===== config.mk =====
export PLATFORM = sky130hd
export DESIGN_NAME = channel_power_control_regs
export DESIGN_NICKNAME = d
export VERILOG_FILES = /design/src/hdl/cpc_pkg.sv /design/src/hdl/channel_power_control_regs.sv /design/src/hdl/cpc_chan_seq.sv /design/src/hdl/cpc_slot_drive.sv
export SDC_FILE = /design/constraint.sdc
export NUM_CORES = 1
export LEC_CHECK = 0
export ABC_AREA = 1
export BUFFER_PORTS_ARGS = -buffer_cell sky130_fd_sc_hd__buf_2
export CAP_MARGIN = 20
export CELL_PAD_IN_SITES_DETAIL_PLACEMENT = 0
export CELL_PAD_IN_SITES_GLOBAL_PLACEMENT = 1
export CORE_MARGIN = 2
export CORE_UTILIZATION = 47
export CTS_BUF_LIST = sky130_fd_sc_hd__clkbuf_4 sky130_fd_sc_hd__clkbuf_8
export DETAILED_ROUTE_END_ITERATION = 6
export PLACE_DENSITY = 0.92
export SLEW_MARGIN = 40
export SYNTH_ARGS = -nofsm -noshare
export SYNTH_HDL_FRONTEND = slang
export SYNTH_SLANG_ARGS = --single-unit

===== constraint.sdc =====
create_clock -name clk_sys -period 1.7 [get_ports clk_sys]
set_clock_uncertainty 0.05 [all_clocks]
set_input_delay 0.085 -clock clk_sys [delete_from_list [all_inputs] [get_ports clk_sys]]
set_output_delay 0.085 -clock clk_sys [all_outputs]
set_load 0.005 [all_outputs]

===== src/hdl/cpc_pkg.sv =====
// Package for the channel power control register bank.
// Assumes an 8-bit host register port with page select at offset 0.
package cpc_pkg;
   // Register offsets on page 0
   localparam logic [7:0] PAGE_SELECT_OFS = 8'h00;
   localparam logic [7:0] INPUT_CHANNEL_ENABLE_OFS = 8'h73;
   localparam logic [7:0] OUTPUT_SLOT_ENABLE_OFS = 8'h74;
   localparam logic [7:0] POWER_CONFIGURATION_OFS = 8'h75;
   localparam logic [7:0] CHANNEL_POWER_STATUS_OFS = 8'h76;
   localparam logic [7:0] REG_PAGE = 8'h00;
   // Reset values
   localparam logic [7:0] PAGE_SELECT_RST = 8'h00;
   localparam logic [7:0] INPUT_CHANNEL_ENABLE_RST = 8'hc0;
   localparam logic [7:0] OUTPUT_SLOT_ENABLE_RST = 8'h00;
   localparam logic [7:0] POWER_CONFIGURATION_RST = 8'h00;
   localparam logic [7:0] CHANNEL_POWER_STATUS_RST = 8'h00;
   // Writable bit masks; every other bit is reserved and reads zero
   localparam logic [7:0] INPUT_CHANNEL_ENABLE_MASK = 8'hf0;
   localparam logic [7:0] OUTPUT_SLOT_ENABLE_MASK = 8'hf0;
   localparam logic [7:0] POWER_CONFIGURATION_MASK = 8'hfd;
   // Field positions
   localparam int INPUT_ONE_ON_BIT = 7;
   localparam int INPUT_TWO_ON_BIT = 6;
   localparam int INPUT_THREE_ON_BIT = 5;
   localparam int INPUT_FOUR_ON_BIT = 4;
   localparam int SLOT_ONE_DRIVE_BIT = 7;
   localparam int MIC_BIAS_POWER_BIT = 7;
   localparam int CONVERTER_POWER_BIT = 6;
   localparam int SYNTH_POWER_BIT = 5;
   localparam int DYNAMIC_POWER_SWITCH_ON_BIT = 4;
   localparam int DYNAMIC_CHANNEL_RANGE_LSB = 2;
   localparam int VOICE_DETECT_ON_BIT = 0;
   localparam int CHAN_ONE_POWERED_BIT = 7;
   localparam int CHAN_TWO_POWERED_BIT = 6;
   // Range codes
   localparam logic [1:0] RANGE_TWO_CHANNELS = 2'h0;
   localparam logic [1:0] RANGE_FOUR_CHANNELS = 2'h1;
   // Power sequence length per channel, in clk_sys cycles
   localparam int SEQ_TIME_NS = 1000;
   localparam int CLK_PERIOD_NS = 10;
   localparam int SEQ_CYCLES = (SEQ_TIME_NS + CLK_PERIOD_NS - 1) / CLK_PERIOD_NS;
   localparam int SEQ_CNT_W = 8;
   localparam logic [SEQ_CNT_W-1:0] SEQ_LAST = 8'(SEQ_CYCLES - 1);
   // Channel power sequencer states
   typedef enum logic [1:0] {
      CPC_OFF = 2'b00,
      CPC_RISE = 2'b01,
      CPC_ON = 2'b10,
      CPC_FALL = 2'b11
   } cpc_chan_e;
endpackage


===== src/hdl/channel_power_control_regs.sv =====
// Page 0 channel enable, output slot, power configuration and status registers.
// Assumes a synchronous 8-bit host register port, one access per strobe.
`timescale 1ns/100ps

module channel_power_control_regs
   import cpc_pkg::*;
(
   // Clock and reset
   input wire logic clk_sys,
   input wire logic rstn,
   // Host register port
   input wire logic regWrite,
   input wire logic regRead,
   input wire logic [7:0] regAddr,
   input wire logic [7:0] regWdata,
   output logic [7:0] regRdata,
   // Audio serial port slot timing
   input wire logic slotActive,
   input wire logic [1:0] slotIndex,
   input wire logic slotData,
   output logic sdOut,
   output logic sdOutEnN,
   // Analog and detector power controls
   output logic micBiasPower,
   output logic synthPower,
   output logic voiceDetectOn,
   output logic [3:0] chanPowerOn,
   output logic [3:0] chanPowered
);
   logic [7:0] page_ff;
   logic [7:0] inEn_ff;
   logic [7:0] slotEn_ff;
   logic [7:0] pwrCfg_ff;
   logic [3:0] want_ff;
   logic [3:0] nxt_want;
   logic [3:0] seqPowered;
   logic [3:0] enabled;
   logic [3:0] inRange;
   logic recording;
   logic onPage0;
   logic wrPage;
   logic wrInEn;
   logic wrSlotEn;
   logic wrPwrCfg;
   logic [7:0] statusByte;
   logic [7:0] rdByte;

   // Page 0 access check, used for the write strobes only
   function automatic logic hit(input logic [7:0] addr, input logic [7:0] ofs,
                                input logic [7:0] page);
      hit = (addr == ofs) && (page == REG_PAGE);
   endfunction

   assign onPage0 = (page_ff == REG_PAGE);

   // Write strobes, one per register. The status offset has no strobe, so a
   // host write there is dropped rather than stored; bank strobes also need
   // page zero, so a write on another page cannot land in the bank.
   assign wrPage = regWrite && (regAddr == PAGE_SELECT_OFS);
   assign wrInEn = regWrite && hit(regAddr, INPUT_CHANNEL_ENABLE_OFS, page_ff);
   assign wrSlotEn = regWrite && hit(regAddr, OUTPUT_SLOT_ENABLE_OFS, page_ff);
   assign wrPwrCfg = regWrite && hit(regAddr, POWER_CONFIGURATION_OFS, page_ff);

   ////////////////////////////////////////////////////////////////////////////
   // Page select is reachable on every page. Any value is stored, and every
   // page but zero hides the bank below, for reads and writes alike.
   // The host must come back to page zero before touching the bank.
   always_ff @(posedge clk_sys or negedge rstn) begin
      if (!rstn) begin
         page_ff <= PAGE_SELECT_RST;
      end else if (wrPage) begin
         page_ff <= regWdata;
      end
   end

   // Input enables; reserved low nibble is masked so it stays zero
   // Channels three and four only ever feed digital microphone inputs
   always_ff @(posedge clk_sys or negedge rstn) begin
      if (!rstn) begin
         inEn_ff <= INPUT_CHANNEL_ENABLE_RST;
      end else if (wrInEn) begin
         inEn_ff <= regWdata & INPUT_CHANNEL_ENABLE_MASK;
      end
   end

   // Output slot enables
   // A cleared bit keeps that slot undriven on the data pin
   always_ff @(posedge clk_sys or negedge rstn) begin
      if (!rstn) begin
         slotEn_ff <= OUTPUT_SLOT_ENABLE_RST;
      end else if (wrSlotEn) begin
         slotEn_ff <= regWdata & OUTPUT_SLOT_ENABLE_MASK;
      end
   end

   // Power configuration; reserved bit 1 never stores
   // Range codes two and three are kept as written; the decode below tames them
   always_ff @(posedge clk_sys or negedge rstn) begin
      if (!rstn) begin
         pwrCfg_ff <= POWER_CONFIGURATION_RST;
      end else if (wrPwrCfg) begin
         pwrCfg_ff <= regWdata & POWER_CONFIGURATION_MASK;
      end
   end

   ////////////////////////////////////////////////////////////////////////////
   // Channel request decode; bit 0 of every channel vector is channel one,
   // the reverse of the register, which keeps channel one in the top bit
   assign enabled = {inEn_ff[INPUT_FOUR_ON_BIT], inEn_ff[INPUT_THREE_ON_BIT],
                     inEn_ff[INPUT_TWO_ON_BIT], inEn_ff[INPUT_ONE_ON_BIT]};

   // A channel counts as recording from the moment it is requested, not from
   // the end of its power-up, so a half-finished sequence is not disturbed
   assign recording = |want_ff;

   // Configuration fields by name, so the request logic reads plainly
   logic convOn;
   logic dynSwitch;
   logic [1:0] rangeCode;

   assign convOn = pwrCfg_ff[CONVERTER_POWER_BIT];
   assign dynSwitch = pwrCfg_ff[DYNAMIC_POWER_SWITCH_ON_BIT];
   assign rangeCode = pwrCfg_ff[DYNAMIC_CHANNEL_RANGE_LSB +: 2];

   // Range field limits which channels may switch alone. The host must not
   // program codes two and three; should it do so anyway, they act like the
   // two-channel code, so channels three and four stay frozen rather than
   // switching on a guess.
   always_comb begin
      unique case (rangeCode)
         RANGE_FOUR_CHANNELS: inRange = 4'hf;
         default: inRange = 4'h3;
      endcase
   end

   // Requested channel power. With the converter bit clear every channel is
   // dropped at once. While nothing records, requests simply follow the
   // enables. Once recording, only the dynamic bit lets channels move, and
   // then only those inside the range; without it, an enable change made
   // while recording waits until the converter bit is cycled.
   always_comb begin
      nxt_want = want_ff;
      if (!convOn) begin
         nxt_want = 4'h0;
      end else if (!recording) begin
         nxt_want = enabled;
      end else if (dynSwitch) begin
         nxt_want = (enabled & inRange) | (want_ff & ~inRange);
      end else begin
         nxt_want = want_ff;
      end
   end

   // Request register; all channels start unrequested whatever the enables say
   always_ff @(posedge clk_sys or negedge rstn) begin
      if (!rstn) begin
         want_ff <= 4'h0;
      end else begin
         want_ff <= nxt_want;
      end
   end

   ////////////////////////////////////////////////////////////////////////////
   // One power sequencer per channel. Each runs alone, so channels that are
   // requested together finish together, and a late one does not hold back
   // the others.
   genvar gi;
   generate
      for (gi = 0; gi < 4; gi++) begin : gChan
         cpc_chan_seq uSeq (
            .clk_sys(clk_sys),
            .rstn(rstn),
            .want(want_ff[gi]),
            .powered(seqPowered[gi])
         );
      end
   endgenerate

   // Slot drive on the serial data pin; only the top nibble of the slot
   // register carries enables, the reserved nibble is never looked at
   cpc_slot_drive uSlot (
      .clk_sys(clk_sys),
      .rstn(rstn),
      .slotDrive(slotEn_ff[7:4]),
      .slotActive(slotActive),
      .slotIndex(slotIndex),
      .slotData(slotData),
      .sdOut(sdOut),
      .sdOutEnN(sdOutEnN)
   );

   ////////////////////////////////////////////////////////////////////////////
   // Registered power outputs, one block per control. Each lags the flop it copies
   // (a config bit, want_ff or seqPowered) by one cycle, so the analog side never sees a decode glitch.

   // Microphone bias generator power
   always_ff @(posedge clk_sys or negedge rstn) begin
      if (!rstn) begin
         micBiasPower <= 1'b0;
      end else begin
         micBiasPower <= pwrCfg_ff[MIC_BIAS_POWER_BIT];
      end
   end

   // Synthesizer power; nothing here waits for it to settle, that is left
   // to whoever owns the clock tree
   always_ff @(posedge clk_sys or negedge rstn) begin
      if (!rstn) begin
         synthPower <= 1'b0;
      end else begin
         synthPower <= pwrCfg_ff[SYNTH_POWER_BIT];
      end
   end

   // Voice detector enable
   always_ff @(posedge clk_sys or negedge rstn) begin
      if (!rstn) begin
         voiceDetectOn <= 1'b0;
      end else begin
         voiceDetectOn <= pwrCfg_ff[VOICE_DETECT_ON_BIT];
      end
   end

   // Per-channel power request towards the converters
   always_ff @(posedge clk_sys or negedge rstn) begin
      if (!rstn) begin
         chanPowerOn <= 4'h0;
      end else begin
         chanPowerOn <= want_ff;
      end
   end

   // Completed power state per channel; lags the request by a whole sequence
   always_ff @(posedge clk_sys or negedge rstn) begin
      if (!rstn) begin
         chanPowered <= 4'h0;
      end else begin
         chanPowered <= seqPowered;
      end
   end

   ////////////////////////////////////////////////////////////////////////////
   // Status byte: only channels one and two have a place in the register,
   // channels three and four show on chanPowered alone
   always_comb begin
      statusByte = CHANNEL_POWER_STATUS_RST;
      statusByte[CHAN_ONE_POWERED_BIT] = seqPowered[0];
      statusByte[CHAN_TWO_POWERED_BIT] = seqPowered[1];
   end

   // Read-back selection. Page select answers on every page, the bank only
   // on page zero; unmapped offsets give zero rather than stale data, so a
   // stray read cannot be mistaken for a register.
   always_comb begin
      rdByte = 8'h00;
      if (regAddr == PAGE_SELECT_OFS) begin
         rdByte = page_ff;
      end else if (onPage0) begin
         case (regAddr)
            INPUT_CHANNEL_ENABLE_OFS: begin
               rdByte = inEn_ff;
            end
            OUTPUT_SLOT_ENABLE_OFS: begin
               rdByte = slotEn_ff;
            end
            POWER_CONFIGURATION_OFS: begin
               rdByte = pwrCfg_ff;
            end
            CHANNEL_POWER_STATUS_OFS: begin
               rdByte = statusByte;
            end
            default: begin
               rdByte = 8'h00;
            end
         endcase
      end else begin
         rdByte = 8'h00;
      end
   end

   // Read data, one cycle after the read strobe, held until the next read so
   // a slow host may pick it up late
   always_ff @(posedge clk_sys or negedge rstn) begin
      if (!rstn) begin
         regRdata <= 8'h00;
      end else if (regRead) begin
         regRdata <= rdByte;
      end
   end
endmodule


===== src/hdl/cpc_chan_seq.sv =====
// Power sequencer for one converter channel.
// Assumes want is a level from the register logic in the clk_sys domain.
`timescale 1ns/100ps
module cpc_chan_seq
   import cpc_pkg::*;
(
   // Clock and reset
   input wire logic clk_sys,
   input wire logic rstn,
   // Control
   input wire logic want,
   // Status
   output logic powered
);
   cpc_chan_e state_ff;
   cpc_chan_e nxt_state;
   logic [SEQ_CNT_W-1:0] cnt_ff;
   logic cntDone;

   assign cntDone = (cnt_ff == SEQ_LAST);

   ////////////////////////////////////////////////////////////////////////////
   // State choice; a reversed request mid-sequence turns round at once
   always_comb begin
      nxt_state = state_ff;
      unique case (state_ff)
         CPC_OFF: begin
            if (want) begin
               nxt_state = CPC_RISE;
            end
         end
         CPC_RISE: begin
            if (!want) begin
               nxt_state = CPC_FALL;
            end else if (cntDone) begin
               nxt_state = CPC_ON;
            end
         end
         CPC_ON: begin
            if (!want) begin
               nxt_state = CPC_FALL;
            end
         end
         CPC_FALL: begin
            if (want) begin
               nxt_state = CPC_RISE;
            end else if (cntDone) begin
               nxt_state = CPC_OFF;
            end
         end
      endcase
   end

   // State register
   always_ff @(posedge clk_sys or negedge rstn) begin
      if (!rstn) begin
         state_ff <= CPC_OFF;
      end else begin
         state_ff <= nxt_state;
      end
   end

   // Sequence timer restarts on every state change
   always_ff @(posedge clk_sys or negedge rstn) begin
      if (!rstn) begin
         cnt_ff <= '0;
      end else if (nxt_state != state_ff) begin
         cnt_ff <= '0;
      end else if (!cntDone) begin
         cnt_ff <= cnt_ff + 8'h01;
      end
   end

   // Status follows only a completed sequence
   always_ff @(posedge clk_sys or negedge rstn) begin
      if (!rstn) begin
         powered <= 1'b0;
      end else if (state_ff == CPC_RISE && nxt_state == CPC_ON) begin
         powered <= 1'b1;
      end else if (state_ff == CPC_FALL && nxt_state == CPC_OFF) begin
         powered <= 1'b0;
      end
   end
endmodule


===== src/hdl/cpc_slot_drive.sv =====
// Output slot driver for the audio serial port data pin.
// Assumes slot index and slot data come from the serial framing logic.
`timescale 1ns/100ps
module cpc_slot_drive
   import cpc_pkg::*;
(
   // Clock and reset
   input wire logic clk_sys,
   input wire logic rstn,
   // Slot control
   input wire logic [3:0] slotDrive,
   input wire logic slotActive,
   input wire logic [1:0] slotIndex,
   input wire logic slotData,
   // Pin
   output logic sdOut,
   output logic sdOutEnN
);
   ////////////////////////////////////////////////////////////////////////////
   // Slot 0 maps to bit 3 of slotDrive, which holds channel one
   always_ff @(posedge clk_sys or negedge rstn) begin
      if (!rstn) begin
         sdOut <= 1'b0;
         sdOutEnN <= 1'b1;
      end else begin
         sdOut <= slotData;
         sdOutEnN <= !(slotActive && slotDrive[2'd3 - slotIndex]);
      end
   end
endmodule


* Word-level counts from Yosys, hierarchy flattened
Index checks and enable logic that the tools add are counted.
Word-level totals: flip-flop bits (word level) 92, bits of input ports 24, output and inout bits 21, logic and storage cells 154
Operators by class: add/sub/neg operators 5, magnitude comparators 1, equality and inequality tests 34, muxes and demuxes 53, bitwise logic cells 4, reduce and logical (&&, ||, !) cells 32
Operators with widths (count):
- $mux W8 | 10
- $eq A8 B7 Y1 const B | 8
- $mux W2 | 24
- $add A8 B1 Y8 const B | 4
- $pmux W2 S4 | 4
- $pmux W8 S4 | 1
- $eq A2 B2 Y1 const B | 12
- $logic_and A1 B1 Y1 | 16
- $logic_not A2 Y1 | 8
- $logic_not A8 Y1 | 2
- $mux W4 | 4
- $eq A2 B1 Y1 const B | 5
- $mux W1 | 9
- $and A4 B4 Y4 | 2
- $ne A2 B2 Y1 | 4
- $ne A2 B2 Y1 const B | 4
- $reduce_bool A2 Y1 | 4
- $not A4 Y4 | 1
- $or A4 B4 Y4 | 1
- $reduce_or A4 Y1 | 1
- $lt A2 B3 Y1 const B | 1
- $ne A3 B3 Y1 const B | 1
- $bmux W1 S2 | 1
- $sub A2 B2 Y2 const A | 1
- $logic_not A1 Y1 | 1

* Logic depth before layout (Yosys ltp)
depth after elaboration 8, gate-level depth with buffers 9, depth with buffers taken out 9

* By module
From an unflattened synthesis, not the netlist that was laid out.
Unflattened totals: cells, all modules 527, area, all modules 4685.7 um^2
By module, submodules not included:
- cpc_chan_seq | times used 4, cells an instance 73, area an instance 636.9 um^2, seq. area each 275.3 um^2
- channel_power_control_regs | times used 1, cells an instance 219, area an instance 2031.9 um^2, seq. area each 1153.6 um^2
- cpc_slot_drive | times used 1, cells an instance 16, area an instance 106.4 um^2, seq. area each 51.3 um^2

* Worst setup path before layout
No wires, ideal clock.
path type reg2reg, start reg gChan[3].uSeq.cnt_ff[0], end reg gChan[3].uSeq.cnt_ff[3], library setup time 0.120 ns, arrival 1.228 ns, required time 1.530 ns, slack 0.302 ns, cell stages (with the launch flop) 9, buffers on the path 0, clock period less this slack 1.398 ns, path through dfrtp_1 -> ha_1 -> nand3_1 -> nor2_4 -> inv_2 -> nand2_1 -> nand3_1 -> nand3_2 -> nor2_1
On the way: word-level cells in the longest chain between the ends 6, elaborated cells between the ends (all ways) 11, those cells by class add/sub: 1; eq/ne: 3; mux: 7
RTL lines:
- from (decl) | line cpc_chan_seq.sv:17 | logic [SEQ_CNT_W-1:0] cnt_ff;
- from (signal assigned) | line cpc_chan_seq.sv:70 | cnt_ff <= cnt_ff + 8'h01;
- $eq A8 B7 Y1 | line cpc_chan_seq.sv:20 | assign cntDone = (cnt_ff == SEQ_LAST);
- $mux W2 (on tied branches) | line cpc_chan_seq.sv:47, cpc_chan_seq.sv:35
- $mux W2 (on tied branches) | line cpc_chan_seq.sv:45, cpc_chan_seq.sv:33
- $pmux W2 S4 | line cpc_chan_seq.sv:26 | unique case (state_ff)
- $ne A2 B2 Y1 | line cpc_chan_seq.sv:67 | end else if (nxt_state != state_ff) begin
- $ne A2 B2 Y1 (no source line) or $mux W8 (tied branches)
Parallel ways exist; a longest one is shown, timed or not. The select of a mux whose other input is x is not followed. A chain may end at the register's enable or synchronous reset.

* Final worst setup path
start reg gChan[0].uSeq.cnt_ff[0], end reg gChan[0].uSeq.cnt_ff[6]
On the way: word-level cells in the longest chain between the ends 6, elaborated cells between the ends (all ways) 11, those cells by class add/sub: 1; eq/ne: 3; mux: 7
RTL lines (line):
- from (decl) | cpc_chan_seq.sv:17
- from (signal assigned) | cpc_chan_seq.sv:70
- $eq A8 B7 Y1 | cpc_chan_seq.sv:20
- $mux W2 (on tied branches) | cpc_chan_seq.sv:47, cpc_chan_seq.sv:35
- $mux W2 (on tied branches) | cpc_chan_seq.sv:45, cpc_chan_seq.sv:33
- $pmux W2 S4 | cpc_chan_seq.sv:26
- $ne A2 B2 Y1 | cpc_chan_seq.sv:67
- $ne A2 B2 Y1 (no source line) or $mux W8 (tied branches)
Parallel ways exist; a longest one is shown, timed or not. The select of a mux whose other input is x is not followed.

==> summary.md <==
| Metric | Value |
|---|---|
| Area Overhead vs Synth | `15.7%` |
| Final-report setup violation count | `0` |
| CP required | `1930 ps` |
| Worst Path Max Fanout | `8` |
| Pwr Density | `between 1000 and 1500 nW/um^2` |
| First-pass GRT wire length | `15.0 mm` |
| Overall Global Routing Usage | `18.5%` |
| Setup TNS | `0 ps` |
| Crit. End Element | `flip-flop` |
| Via count | `3,387` |
| RSZ-0062 raised after global routing | `false` |
| Relative slew slack | `77.1%` |
| Root Driver | `clkbuf_8` |
| Die Span X | `roughly 100 um` |
| Clock transition at the registers of the reported paths | `90 ps` |
| GRT Residual Overflow | `0` |
| Prevailing post-synth register cell | `dfrtp_1` |
| Mapped Area | `4420 um^2` |
| Port-buffer cells | `44` |
| Status | `finished, final reports clean` |
| Leakage | `2.55 nW` |
| Min Clock Period, post-route | `1560 ps` |
| Routability Congestion | `0.851` |
| Share of the yosys chip area belonging to registers | `52.2%` |
| Arr. time, crit path | `1790 ps` |
| Ranking of synthesized cells by area | `dfrtp_1 (50%), nand2_1 (8.0%), nor2_1 (4.9%)` |
| Vias per inst | `slightly above 5` |
| Antenna Cells | `0` |
| Crit Path Class | `reg2reg` |
| Most frequent cells after synthesis | `nand2_1 (94), dfrtp_1 (89), nor2_1 (58)` |
| CTS tree | `built` |
| Final Max Tran Viols | `0` |
| Worst Hold Class | `in2reg` |
| Fin cells | `between 600 and 700` |
| Max Root-Sink Buffers | `2` |
| Layout cell share with drive strength beyond 1 | `22.7%` |
| Initial antenna violation count | `0` |
| Detailed Place HPWL | `6.40 mm` |
| Clock Latency Late Sink | `350 ps` |
| Worst-Margin Slew | `342 ps` |
| Max cap viols | `0` |
| Die area | `10,200 um^2` |
| Yosys warning count | `0` |
| Core Footprint | `between 9000 and 10,000 um^2` |
| IO Pins | `45` |
| Vias in the first global route | `roughly 3,300` |
| Worst vdd ir | `between 0.0005 and 0.0006 V` |
| Hold Vio Cnt, Final | `0` |
| Seq cells post-synth | `between 90 and 100` |
| CTS H-Tree Depth | `3` |
| Fill count | `~850` |
| Pin count of the biggest net entering global routing | `37` |
| Synthesized area per cell | `8.99 um^2` |
| Layout Nets | `a little under 600` |
| Clock sink count | `92` |
| Placed Cells | `645` |
| Total wire length | `8.47 mm` |
| Ys async rst share | `100%` |
| Avg WL per Cell | `12.6 um` |
| Die height | `slightly above 100 um` |
| Distinct cells, synth | `39` |
| CP startpoint kind | `flip-flop` |
| Yosys top cell area share | `50.4%` |
| Syn nets | `519` |
| DRC Markers | `0` |
| Fmax | `642 MHz` |
| Antenna Violating Nets Remaining | `0` |
| Tcrit/Tclk final | `91.7%` |
| Post-Synthesis Cells | `about 500` |
| Most common cell in the netlist | `nand2_1` |
| Initial Util | `between 40% and 50%` |
| EDFF count, synth | `0` |
| Cts bufs inserted | `9` |
| Initial DRC Count | `122` |
| Pre-antenna DRT Iters | `5` |
| Std-Cell Rows | `35` |
| Area leader, netlist | `dfrtp_1` |
final timing paths:
kind	from	end	slack (ps)	depth (start not counted)
setup / recovery	gChan[0].uSeq.cnt_ff[0]	gChan[0].uSeq.cnt_ff[6]	140	8
hold / removal	regWdata[5]	pwrCfg_ff[5]	3	3
setup reg to reg	gChan[0].uSeq.cnt_ff[0]	gChan[0].uSeq.cnt_ff[6]	140	8
hold reg to reg	gChan[3].uSeq.powered	chanPowered[3]	340	0
max in group asynchronous	rstn	uSlot.sdOutEnN	850	3
min in group asynchronous	rstn	chanPowered[2]	110	2
worst max-delay path: stages, from the launching register on:
cell	delay [ps]
dfrtp_1	420
ha_1	250
nand2_1	90
inv_2	40
nand3_2	140
nand2_1	90
o21ai_2	140
o21ai_1	130
a21oi_1	130
final cells by class:
| cell class | instances | area (um^2) | area share [%] |
|---|---|---|---|
| sequential | 92 | 2310 | 45.1 |
| inverter | 58 | 218 | 4.26 |
| clock inverter | 5 | 85.1 | 1.67 |
| clock buffer | 11 | 139 | 2.72 |
| tap | 111 | 139 | 2.72 |
| timing repair buffer | 59 | 370 | 7.25 |
| multi-input combinational | 335 | 1850 | 36.3 |
placed cells by master (no fill, tap or decap), types with 5 or more instances in the layout:
cell type / count
nand4_1: 6
nor3_1: 5
xnor2_1: 5
dfrtp_1: 89
nand2_1: 94
nand3_1: 36
o21ai_1: 21
a21oi_1: 25
dlygate4sd3_1: 9
buf_4: 6
o21ai_2: 8
nor3_2: 9
nand2_2: 11
o21ai_0: 11
xor2_1: 8
inv_2: 11
buf_2: 43
clkbuf_8: 9
nor2_1: 58
inv_1: 46
layer usage:
metal | vias to the layer above | share of wire [%] | track usage (%) | routed length, um
li1 | 1736 | - | - | -
met1 | 1600 | 49 | 26.1 | 4160
met2 | 41 | 47 | 28.9 | 3950
met3 | 10 | 2.6 | 2.77 | 216
met4 | 0 | 1.7 | 6.96 | 142
met5 | - | 0 | 0 | 0
logic make-up (layout without fill, tap and decap cells):
logic type	count (synthesis)	after routing	synth area share, %
and+or+nand+nor	239	239	27.4
DFF	92	92	52.2
AOI/OAI and AO/OA	79	79	10.8
buffers and inverters	64	133	5.81
xor gates and xnor gates	13	13	2.58
adders and majority gates	4	4	1.13
through the flow:
| step | hold slack, ps | total power [mW] | worst slack (ps) | util (%) | area, um^2 |
|---|---|---|---|---|---|
| floorplan | -261 | 4.04 | 302 | - | 4420 |
| global placement | -68.9 | 4.35 | 218 | 52.1 | 4790 |
| detailed placement | -65.3 | 4.41 | 137 | 52.1 | 4790 |
| CTS | 1.46 | 6.06 | 108 | 55.5 | 5100 |
| global route | 5.80 | 6.45 | 3.93 | 55.6 | 5110 |
| finish | 2.81 | 6.01 | 141 | 55.6 | 5110 |
flip-flops by register name, summed over array words and instances (netlist names):
register	count
inEn_ff	4
chanPowered	4
gChan.uSeq.powered	4
chanPowerOn	4
regRdata	8
pwrCfg_ff	7
gChan.uSeq.state_ff	8
gChan.uSeq.cnt_ff	32
uSlot.sdOut	1
synthPower	1
slotEn_ff	4
micBiasPower	1
uSlot.sdOutEnN	1
voiceDetectOn	1
want_ff	4
page_ff	8
timing repair:
action,in CTS,in global routing
setup endpoints to repair,0,2
resized for setup,0,0
endpoints found under the hold margin,101,0
setup buffers,0,1
hold buffers,9,0
report_power, final:
part / total (mW) / internal [mW] / switching (mW)
sequential: 2.98 / 2.59 / 0.396
clock: 1.62 / 0.870 / 0.747
combinational: 1.41 / 0.617 / 0.791
(Power assumes the default switching activity.)
